**config.mk**
```make
export PLATFORM = sky130hd
export DESIGN_NAME = dtm_top
export DESIGN_NICKNAME = d
export VERILOG_FILES = /design/src/hdl/dtm_pkg.sv /design/src/hdl/dtm_top.sv
export SDC_FILE = /design/constraint.sdc
export NUM_CORES = 1
export LEC_CHECK = 0
export ABC_AREA = 1
export BUFFER_PORTS_ARGS = -buffer_cell sky130_fd_sc_hd__buf_2
export CAP_MARGIN = 5
export CORE_MARGIN = 3
export CORE_UTILIZATION = 50
export CTS_BUF_LIST = sky130_fd_sc_hd__clkbuf_8 sky130_fd_sc_hd__clkbuf_16
export DETAILED_ROUTE_END_ITERATION = 7
export PLACE_DENSITY = 0.75
export SLEW_MARGIN = 40
export SYNTH_ARGS = -nofsm -noshare
export SYNTH_HDL_FRONTEND = slang
export SYNTH_HIERARCHICAL = 1
export SYNTH_SLANG_ARGS = --single-unit
```
**constraint.sdc**
```tcl
create_clock -name CLK_SYS -period 2.44 [get_ports CLK_SYS]
set_input_delay 0.366 -clock CLK_SYS [delete_from_list [all_inputs] [get_ports CLK_SYS]]
set_output_delay 0.366 -clock CLK_SYS [all_outputs]
set_load 0.02 [all_outputs]
```
**src/hdl/dtm_pkg.sv**
```systemverilog
// Purpose: Shared constants for the dual timer mode-control block.
// Assumes: One 8-bit special-function-register space, one system clock.
// Notes:   Field positions and reset values of the timer mode register live here.
package dtm_pkg;

	// Address of the timer mode register in the special-function-register space.
	localparam logic [7:0] TIMER_MODE_CONTROL_ADDR = 8'h89;
	// Value of the timer mode register after reset.
	localparam logic [7:0] TIMER_MODE_CONTROL_RST  = 8'h00;

	// Field positions inside the timer mode register.
	localparam int TIMER_ONE_GATE_SEL_POS    = 7;
	localparam int TIMER_ONE_COUNT_SEL_POS   = 6;
	localparam int TIMER_ONE_MODE_FIELD_LSB  = 4;
	localparam int TIMER_ZERO_GATE_SEL_POS   = 3;
	localparam int TIMER_ZERO_COUNT_SEL_POS  = 2;
	localparam int TIMER_ZERO_MODE_FIELD_LSB = 0;

	// Division ratio of the slow internal timebase.
	localparam int          PRESCALE_DIV      = 12;
	localparam logic [3:0]  PRESCALE_CNT_LAST = 4'(PRESCALE_DIV - 1);
	localparam logic [3:0]  PRESCALE_CNT_RST  = 4'h0;

	// Operating modes selected by a two-bit mode field.
	typedef enum logic [1:0] {
		MODE_13BIT  = 2'b00,
		MODE_16BIT  = 2'b01,
		MODE_8RELOAD = 2'b10,
		MODE_STOP   = 2'b11
	} dtm_mode_type;

endpackage : dtm_pkg

```
**src/hdl/dtm_top.sv**
```systemverilog
// What this block does
// - Timer one gate clear: run bit alone enables.
// - Timer one gate set: run and gate high.
// - Timer one timer mode counts internal clock.
// - Timer one counter mode counts pin falls.
// - Timer one modes 00 13-bit, 01 16-bit.
// - Timer one mode 10 is 8-bit reload.
// - Timer one mode 11 stops counting.
// - Timer zero gate clear: run bit alone enables.
// - Timer zero gate set: run and gate high.
// - Timer zero timer mode counts internal clock.
// - Timer zero counter mode counts pin falls.
// - Bits one to zero pick timer zero mode.
//
// Purpose: Timer mode register and its count-enable decode for two timers.
// Assumes: Counter datapaths elsewhere consume the increment pulses and mode decode.
// Notes:   Pins pass a two-flop synchroniser, so pin effects lag by three cycles.

// Per-timer decode of gate, source and mode into a registered increment pulse.
module dtm_timer_ctl #(
	parameter bit STOP_ON_MODE3 = 1'b1
) (
	// Clock and reset.
	input  wire logic       clk,
	input  wire logic       rst,
	// Configuration from the mode register, plus the run and prescale bits.
	input  wire logic       gate_sel,
	input  wire logic       count_sel,
	input  wire logic [1:0] mode,
	input  wire logic       prescale_sel,
	input  wire logic       run,
	// Board pins and the slow timebase.
	input  wire logic       gate_pin,
	input  wire logic       count_pin,
	input  wire logic       tick_slow,
	// Results.
	output logic            inc_q,
	output logic            enabled_q,
	output logic [3:0]      mode_dec_q
);

	logic gate_s1_q;   // First synchroniser stage of the gate pin.
	logic gate_s2_q;   // Second synchroniser stage of the gate pin.
	logic cnt_s1_q;    // First synchroniser stage of the count pin.
	logic cnt_s2_q;    // Second synchroniser stage of the count pin.
	logic cnt_s3_q;    // Delayed copy used for edge detection.
	logic fall;        // One-cycle falling edge of the count pin.
	logic enabled_d;   // Gate and run combination.
	logic tick_int;    // Internal timebase selected by the prescale bit.
	logic stopped;     // Mode field asks the timer to hold.
	logic inc_d;       // Next increment pulse.

	// The synchronisers keep metastability away from the decode logic.
	always_ff @(posedge clk) begin
		if (rst) begin
			gate_s1_q <= 1'b0;
			gate_s2_q <= 1'b0;
			cnt_s1_q  <= 1'b0;
			cnt_s2_q  <= 1'b0;
			cnt_s3_q  <= 1'b0;
		end else begin
			gate_s1_q <= gate_pin;
			gate_s2_q <= gate_s1_q;
			cnt_s1_q  <= count_pin;
			cnt_s2_q  <= cnt_s1_q;
			cnt_s3_q  <= cnt_s2_q;
		end
	end

	// Edge detection reads only settled stages, so one fall gives one pulse.
	assign fall      = cnt_s3_q & ~cnt_s2_q;
	// With the gate bit clear the pin level is ignored; set, it must be high.
	assign enabled_d = run & (~gate_sel | gate_s2_q);
	// Prescale bit set counts every system clock, clear counts the slow tick.
	assign tick_int  = prescale_sel | tick_slow;
	// Mode three holds the count where the instance is told to stop.
	assign stopped   = STOP_ON_MODE3 && (mode == dtm_pkg::MODE_STOP);

	// Counter function uses pin falls, timer function uses the internal clock.
	always_comb begin
		inc_d = 1'b0;
		if (enabled_d && !stopped) begin
			if (count_sel) begin
				inc_d = fall;
			end else begin
				inc_d = tick_int;
			end
		end
	end

	// Outputs are registered so downstream logic sees clean levels.
	always_ff @(posedge clk) begin
		if (rst) begin
			inc_q      <= 1'b0;
			enabled_q  <= 1'b0;
			mode_dec_q <= 4'h1;
		end else begin
			inc_q      <= inc_d;
			enabled_q  <= enabled_d;
			mode_dec_q <= 4'h1 << mode;
		end
	end

	// Gate clear with the run bit held keeps the timer enabled.
	property p_nogate_enable;
		@(posedge clk) disable iff (rst) (!gate_sel && run) [*2] |-> enabled_q;
	endproperty
	a_nogate_enable: assert property (p_nogate_enable) else $error("Enable lost with gate clear.");

	// Gate set and a low pin for four cycles blocks counting.
	property p_gate_block;
		@(posedge clk) disable iff (rst) (gate_sel && run && !gate_pin) [*4] |-> !enabled_q && !inc_q;
	endproperty
	a_gate_block: assert property (p_gate_block) else $error("Counted while gate pin low.");

	// Gate set and a high pin for four cycles lets the timer run.
	property p_gate_pass;
		@(posedge clk) disable iff (rst) (gate_sel && run && gate_pin) [*4] |-> enabled_q;
	endproperty
	a_gate_pass: assert property (p_gate_pass) else $error("Not enabled with gate pin high.");

	// A counter-mode increment traces back to a pin fall three cycles earlier.
	property p_count_cause;
		@(posedge clk) disable iff (rst) inc_q && $past(count_sel) |-> $past(count_pin, 4) && !$past(count_pin, 3);
	endproperty
	a_count_cause: assert property (p_count_cause) else $error("Count without pin fall.");

	// A falling edge produces a single pulse.
	property p_one_pulse;
		@(posedge clk) disable iff (rst) inc_q && $past(count_sel) |=> !inc_q;
	endproperty
	a_one_pulse: assert property (p_one_pulse) else $error("Double pulse for one edge.");

	// A timer-mode increment on the slow clock needs the slow tick.
	property p_timer_tick;
		@(posedge clk) disable iff (rst) inc_q && !$past(count_sel) && !$past(prescale_sel) |-> $past(tick_slow);
	endproperty
	a_timer_tick: assert property (p_timer_tick) else $error("Increment without timebase tick.");

	// With STOP_ON_MODE3 set, mode three never increments.
	property p_stop_hold;
		@(posedge clk) disable iff (rst) STOP_ON_MODE3 && mode == dtm_pkg::MODE_STOP |=> !inc_q;
	endproperty
	a_stop_hold: assert property (p_stop_hold) else $error("Increment in stopped mode.");

	// The decode is one-hot and follows the mode field.
	property p_mode_dec;
		@(posedge clk) disable iff (rst) ##1 $onehot(mode_dec_q) && mode_dec_q == (4'h1 << $past(mode));
	endproperty
	a_mode_dec: assert property (p_mode_dec) else $error("Mode decode mismatch.");

	// Main scenarios.
	c_count_edge: cover property (@(posedge clk) disable iff (rst) inc_q && $past(count_sel));
	c_gate_hold: cover property (@(posedge clk) disable iff (rst) gate_sel && run && !enabled_q);
	c_reload_mode: cover property (@(posedge clk) disable iff (rst) mode_dec_q[2] && inc_q);

endmodule : dtm_timer_ctl

// Top level: the timer mode register and both timer decoders.
module dtm_top (
	// Clock and reset.
	input  wire logic       CLK_SYS,
	input  wire logic       RST,
	// Special-function-register access.
	input  wire logic [7:0] SFR_ADDR,
	input  wire logic       SFR_WR,
	input  wire logic       SFR_RD,
	input  wire logic [7:0] SFR_WDATA,
	output logic      [7:0] SFR_RDATA,
	// Run and prescale bits held elsewhere.
	input  wire logic       TIMER_ONE_RUN,
	input  wire logic       TIMER_ZERO_RUN,
	input  wire logic       TIMER_ONE_PRESCALE_SEL,
	input  wire logic       TIMER_ZERO_PRESCALE_SEL,
	// Board pins; gate is active at a high pin level.
	input  wire logic       EXT_GATE_IN_ONE_N,
	input  wire logic       EXT_GATE_IN_ZERO_N,
	input  wire logic       TIMER_ONE_COUNT_PIN,
	input  wire logic       TIMER_ZERO_COUNT_PIN,
	// Timer one results.
	output logic            TIMER_ONE_INC,
	output logic            TIMER_ONE_ENABLED,
	output logic      [3:0] TIMER_ONE_MODE_DEC,
	// Timer zero results.
	output logic            TIMER_ZERO_INC,
	output logic            TIMER_ZERO_ENABLED,
	output logic      [3:0] TIMER_ZERO_MODE_DEC
);

	logic [7:0] timer_mode_control_q; // The timer mode register.
	logic [3:0] presc_cnt_q;          // Slow timebase divider.
	logic       tick_slow_q;          // One pulse every divider period.
	logic       hit;                  // Access targets the mode register.

	assign hit = (SFR_ADDR == dtm_pkg::TIMER_MODE_CONTROL_ADDR);

	// Software writes the whole mode register in one access.
	always_ff @(posedge CLK_SYS) begin
		if (RST) begin
			timer_mode_control_q <= dtm_pkg::TIMER_MODE_CONTROL_RST;
		end else if (SFR_WR && hit) begin
			timer_mode_control_q <= SFR_WDATA;
		end
	end

	// Reads return the register; unmapped addresses read as zero.
	always_ff @(posedge CLK_SYS) begin
		if (RST) begin
			SFR_RDATA <= 8'h00;
		end else if (SFR_RD && hit) begin
			SFR_RDATA <= timer_mode_control_q;
		end else begin
			SFR_RDATA <= 8'h00;
		end
	end

	// Divider produces the slow internal clock as a one-cycle enable.
	always_ff @(posedge CLK_SYS) begin
		if (RST) begin
			presc_cnt_q <= dtm_pkg::PRESCALE_CNT_RST;
			tick_slow_q <= 1'b0;
		end else if (presc_cnt_q == dtm_pkg::PRESCALE_CNT_LAST) begin
			presc_cnt_q <= dtm_pkg::PRESCALE_CNT_RST;
			tick_slow_q <= 1'b1;
		end else begin
			presc_cnt_q <= presc_cnt_q + 4'h1;
			tick_slow_q <= 1'b0;
		end
	end

	// Timer one stops in mode three.
	dtm_timer_ctl #(
		.STOP_ON_MODE3 (1'b1)
	) u_timer_one (
		.clk          (CLK_SYS),
		.rst          (RST),
		.gate_sel     (timer_mode_control_q[dtm_pkg::TIMER_ONE_GATE_SEL_POS]),
		.count_sel    (timer_mode_control_q[dtm_pkg::TIMER_ONE_COUNT_SEL_POS]),
		.mode         (timer_mode_control_q[dtm_pkg::TIMER_ONE_MODE_FIELD_LSB +: 2]),
		.prescale_sel (TIMER_ONE_PRESCALE_SEL),
		.run          (TIMER_ONE_RUN),
		.gate_pin     (EXT_GATE_IN_ONE_N),
		.count_pin    (TIMER_ONE_COUNT_PIN),
		.tick_slow    (tick_slow_q),
		.inc_q        (TIMER_ONE_INC),
		.enabled_q    (TIMER_ONE_ENABLED),
		.mode_dec_q   (TIMER_ONE_MODE_DEC)
	);

	// Timer zero mode three is left to the counter datapath.
	dtm_timer_ctl #(
		.STOP_ON_MODE3 (1'b0)
	) u_timer_zero (
		.clk          (CLK_SYS),
		.rst          (RST),
		.gate_sel     (timer_mode_control_q[dtm_pkg::TIMER_ZERO_GATE_SEL_POS]),
		.count_sel    (timer_mode_control_q[dtm_pkg::TIMER_ZERO_COUNT_SEL_POS]),
		.mode         (timer_mode_control_q[dtm_pkg::TIMER_ZERO_MODE_FIELD_LSB +: 2]),
		.prescale_sel (TIMER_ZERO_PRESCALE_SEL),
		.run          (TIMER_ZERO_RUN),
		.gate_pin     (EXT_GATE_IN_ZERO_N),
		.count_pin    (TIMER_ZERO_COUNT_PIN),
		.tick_slow    (tick_slow_q),
		.inc_q        (TIMER_ZERO_INC),
		.enabled_q    (TIMER_ZERO_ENABLED),
		.mode_dec_q   (TIMER_ZERO_MODE_DEC)
	);

	// A write lands in the register on the next cycle.
	property p_reg_write;
		@(posedge CLK_SYS) disable iff (RST) SFR_WR && hit |=> timer_mode_control_q == $past(SFR_WDATA);
	endproperty
	a_reg_write: assert property (p_reg_write) else $error("Mode register write lost.");

	// The slow tick repeats every twelve cycles.
	property p_tick_period;
		@(posedge CLK_SYS) disable iff (RST) tick_slow_q |=> !tick_slow_q [*8] ##1 !tick_slow_q [*3] ##1 tick_slow_q;
	endproperty
	a_tick_period: assert property (p_tick_period) else $error("Slow tick period wrong.");

	// Software reads back the register.
	c_readback: cover property (@(posedge CLK_SYS) disable iff (RST) $past(SFR_RD && hit) && SFR_RDATA != 8'h00);

endmodule : dtm_top

```
After elaboration in Yosys (flattened, before gate mapping)
Index checks and enable logic that the tools add are counted.
- latch bits: 0
- ROM bits: 0
- output and inout bits: 20
- word-level logic and storage cells: 52
- input bits: 28
- register bits after elaboration: 43
- RAM bits: 0
- memories: 0
- order comparisons: 0
- divide/modulo/power cells: 0
- reductions and logical operators: 8
- add/subtract/negate cells: 1
- bitwise logic cells: 15
- multiplexer cells: 3
- equal/unequal tests: 3
- shift-type cells: 2
- multiply operators: 0
- operators with widths (cell ; number):
    $eq 8x8->1 const B ; 1
    $reduce_or 2->1 ; 4
    $shl 1x2->4 const A ; 2
    $not 1->1 ; 7
    $add 4x1->4 const B ; 1
    $and 1x1->1 ; 4
    $eq 4x4->1 const B ; 1
    $or 1x1->1 ; 4
    $logic_and 1x1->1 ; 3
    $mux 1 ; 3
    $eq 2x2->1 const B ; 1
    $logic_not 1->1 ; 1

Longest topological paths before layout
- depth in word-level cells: 6
- mapped depth: 7
- depth with buffers taken out: 7

Cells and area by module
The synthesis kept the hierarchy.
- by module, submodules not included (module ; cells an instance ; sequential area each (um^2) ; area each (um^2) ; instances):
    dtm_top ; 119 ; 420.4 ; 893.4 ; 1
    dtm_timer_ctl (u_timer_zero) ; 39 ; 220.2 ; 357.8 ; 1
    dtm_timer_ctl (u_timer_one) ; 44 ; 220.2 ; 356.6 ; 1

Worst setup path before layout
Ideal clock, no wire load.
- path kind: input-to-reg
- start: input port SFR_ADDR[4]
- end: register SFR_RDATA[0]
- stages on the path: 5
- setup time: 0.064 ns
- data arrival time: 0.944 ns
- slack: 1.432 ns
- cells stage by stage: nor2_2 nand2_2 nor2_8 nand3_4 nor2_2
- longest elaborated chain between the ends: 4
- RTL lines (what ; RTL line ; text):
    start: declaration ; dtm_top.sv:165 ; input wire logic [7:0] SFR_ADDR,
    $eq 8x8->1 ; dtm_top.sv:195 ; assign hit = (SFR_ADDR == dtm_pkg::TIMER_MODE_CONTROL_ADDR);
    $logic_and 1x1->1 ; dtm_top.sv:210 ; end else if (SFR_RD && hit) begin
    $not 1->1 (no line) ; n/a ;
    $reduce_or 2->1 (no line) ; n/a ;
    end signal: assignment ; dtm_top.sv:211 ; SFR_RDATA <= timer_mode_control_q;
    end: declaration ; dtm_top.sv:169 ; output logic [7:0] SFR_RDATA,
Every way passes these cells.
A chain may end at the register's enable or synchronous reset.

Worst setup path after layout
- start: input port RST
- end: register SFR_RDATA[4]
- longest elaborated chain between the ends: 1
- RTL lines (what ; RTL line ; text):
    start: declaration ; dtm_top.sv:163 ; input wire logic RST,
    $reduce_or 2->1 (no line) ; n/a ;
Every way passes these cells.

==> results.sh <==
export IMPL_hold_viol=0
export IMPL_clock_sink_count=43
export IMPL_finalWeightedCongestion=0.767
export IMPL_cts_inserted_buffers=5
export IMPL_detail_route_wl_per_cell_um=8.55
export IMPL_final_setup_tns_ns=0
export IMPL_synth_yosys_seq_area_share_pct=53.5
export IMPL_layout_drive_gt1_share_pct=30.8
export IMPL_cts_root_to_sink_buffers=2
export IMPL_timing_final_crit_share_pct=50.2
export IMPL_fp_dieH_um=62.7
export IMPL_global_route_usage_met3_pct=4.50
export IMPL_grt_overflow=0
export IMPL_netSwitchingPower_w=0.000268
export IMPL_critical_path_endpoint_type="register"
export IMPL_crit_required_ns=2.62
export IMPL_vias_per_cell=4.09
export IMPL_die_span_in_x_um=62.7
export IMPL_pwr_density_cell_nw_per_um2=634
export IMPL_reg2reg_depth=4
export IMPL_gr_usage_met1_pct=16.5
export IMPL_start_kind="primary input"
export IMPL_worst_slew_pin_transition_ns=0.392
export IMPL_cts_setup_buffers=0
export IMPL_rsz_0062_raised_after_global_routing="no"
export IMPL_slew_limit_headroom_pct=73.9
export IMPL_area_of_the_mapped_netlist_sq_um=1610
export IMPL_design_portCount=48
export IMPL_mean_instance_size_in_the_synthesized_netlist_sq_um=7.96
export IMPL_core_area_sq_um=2900
export IMPL_synthesis_nets=231
export IMPL_sequentialPowerShare_pct=58.2
export IMPL_die_area_sq_um=3930
export IMPL_outcome="finished, final reports clean"
export IMPL_hpwl_mm=1.96
export IMPL_n_antenna_cell=0
export IMPL_commonest_cells_after_routing_fill_and_taps_aside="inv_1, buf_2, dfxtp_1"
export IMPL_gate_count_post_synth=202
export IMPL_grt_util_met2_pct=22.0
export IMPL_yosysUniqueCellTypes=23
export IMPL_cts_repair_resize_count=0
export IMPL_globalRouteTotalUtil_pct=13.6
export IMPL_globalRoute_busiestLayer="met2"
export IMPL_vias=1206
export IMPL_yosysWarningCount=6
export IMPL_postLayoutCellArea_sq_um=1960
export IMPL_mostFrequentLayoutCell="inv_1"
export IMPL_detailedRoute_firstIterationViolations=39
export IMPL_cts_hold_fix_buffers=0
export IMPL_cts_root_buf="clkbuf_8"
export IMPL_final_setup_skew_ns=0.000908
export IMPL_maxCapViolations=0
export IMPL_power_switching_fraction_pct=21.6
export IMPL_grt_start_max_net_pins=20
export IMPL_grt_first_pass_wirelength_mm=4.26
export IMPL_nets=282
export IMPL_drc=0
export IMPL_report_final_slew_viol_count=0
export IMPL_critical_path_type="in2reg"
export IMPL_max_vdd_ir_drop_uv=364
export IMPL_route_final_wire_length_mm=2.52
export IMPL_hold_path_cell_count=3
export IMPL_post_dp_cell_area_sq_um=1870
export IMPL_ys_ff_latch=43
export IMPL_combPwrFrac_pct=6.4
export IMPL_cts_reportedPaths_clkPinSlew_ns=0.07
export IMPL_io_buffers=47
export IMPL_crit_path_max_fanout=19
export IMPL_internal_power_w=0.000972
export IMPL_final_setup_viol_count=0
export IMPL_area_delta_synth_final_pct=21.6
export IMPL_vias_in_the_first_global_route=1032
export IMPL_drt_first_pass_iters=4
export IMPL_tritoncts="done"
export IMPL_leakagePower_nw=1.02
export IMPL_fraction_of_power_consumed_by_the_clock_network_pct=35.4
export IMPL_cts_htree_levels=2
export IMPL_timing_critical_path_arrival_ns=1.40
export IMPL_timing_hold_worst_class="in2reg"
export IMPL_core_rowCount=19
export IMPL_clk_insertion_delay_late_ns=0.28
export IMPL_fmax_mhz=817
export IMPL_initial_utilization_pct=55.4
export IMPL_grt_antenna_before_repair=0
export IMPL_post_route_min_period_ns=1.22
export IMPL_final_antenna_violating_net_count=0
worst paths after layout:
| check | startpoint | endpoint | slack (ns) |
|---|---|---|---|
| worst min register to register | u_timer_one/gate_s1_q | u_timer_one/gate_s2_q | 0.40 |
| worst max-delay path | RST | SFR_RDATA[4] | 1.22 |
| worst max register to register | presc_cnt_q[0] | presc_cnt_q[3] | 1.49 |
| worst min-delay path | TIMER_ZERO_COUNT_PIN | u_timer_zero/cnt_s1_q | 0.28 |
state kept, by name, indices dropped and copies added (netlist names):
register,flops
u_timer_zero/cnt_s2_q,1
u_timer_zero/gate_s1_q,1
u_timer_zero/cnt_s1_q,1
u_timer_one/cnt_s3_q,1
u_timer_one/cnt_s2_q,1
u_timer_one/gate_s2_q,1
u_timer_zero/cnt_s3_q,1
u_timer_one/gate_s1_q,1
SFR_RDATA,8
u_timer_one/inc_q,1
u_timer_zero/inc_q,1
u_timer_zero/gate_s2_q,1
presc_cnt_q,4
u_timer_zero/mode_dec_q,4
u_timer_one/cnt_s1_q,1
timer_mode_control_q,8
u_timer_one/mode_dec_q,4
u_timer_zero/enabled_q,1
tick_slow_q,1
u_timer_one/enabled_q,1
cells by family (layout without fill, tap and decap cells):
family          count (synthesis)  after routing  share of synthesized area [%]
simple gates                   97             97                           29.5
buf+inv                        55            106                           13.9
flops                          43             43                           53.5
compound gates                  5              5                           1.79
fa+ha+maj                       1              1                          0.778
xor+xnor                        1              1                          0.545
metal layers:
metal	up-vias	part of all wire, %
li1	677	-
met1	486	46
met2	38	46
met3	5	7.4
met4	0	1.4
met5	-	0
cells in the mapped netlist (all sizes together):
cell	instances	area, sq um
inv	51	191
ha	1	12.5
nand2	35	139
a21oi	2	13.8
nand3b	1	7.51
clkinv	1	3.75
nand3	13	82.6
buf	3	27.5
xnor2	1	8.76
o21ai	3	15.0
dfxtp	43	861
nor3	1	10.0
nor2	46	229
or2	1	6.26
through the flow:
| stage | setup slack, ns | util, % | total power, W | hold WS (ns) | std cells |
|---|---|---|---|---|---|
| after global placement | 0.920 | 64.4 | 0.000817 | 0.390 | 288 |
| after floorplan | 1.43 | - | 0.000788 | 0.388 | 202 |
| after global routing | 1.08 | 67.4 | 0.00129 | 0.287 | 295 |
| after detailed placement | 0.899 | 64.4 | 0.000818 | 0.395 | 288 |
| final | 1.22 | 67.4 | 0.00124 | 0.281 | 295 |
| after CTS | 1.19 | 67.4 | 0.00124 | 0.281 | 295 |
critical path: stages:
cell,delay [ns]
buf_2,0.33
clkinv_1,0.37
nand3_4,0.28
nor2_2,0.04
power by group through the flow:
stage | Clock (W) | Combinational, W | Sequential (W)
6_report | 0.000439 | 0.0000799 | 0.000721
5_1_grt | 0.000481 | 0.0000909 | 0.000723
4_1_cts | 0.000440 | 0.0000810 | 0.000721
3_5_place_dp | 0 | 0.0000807 | 0.000738
3_3_place_gp | 0 | 0.0000795 | 0.000737
2_1_floorplan | 0 | 0.0000467 | 0.000741
final cells by class:
class / count / area [sq um]
fill: 259 / 945
tap: 42 / 52.6
inverter: 52 / 195
multi-input combinational: 104 / 524
clock inverter: 1 / 5.00
timing repair buffer: 47 / 235
clock buffer: 6 / 82.6
sequential: 43 / 861
No activity file was read; power rests on OpenSTA's default activity.
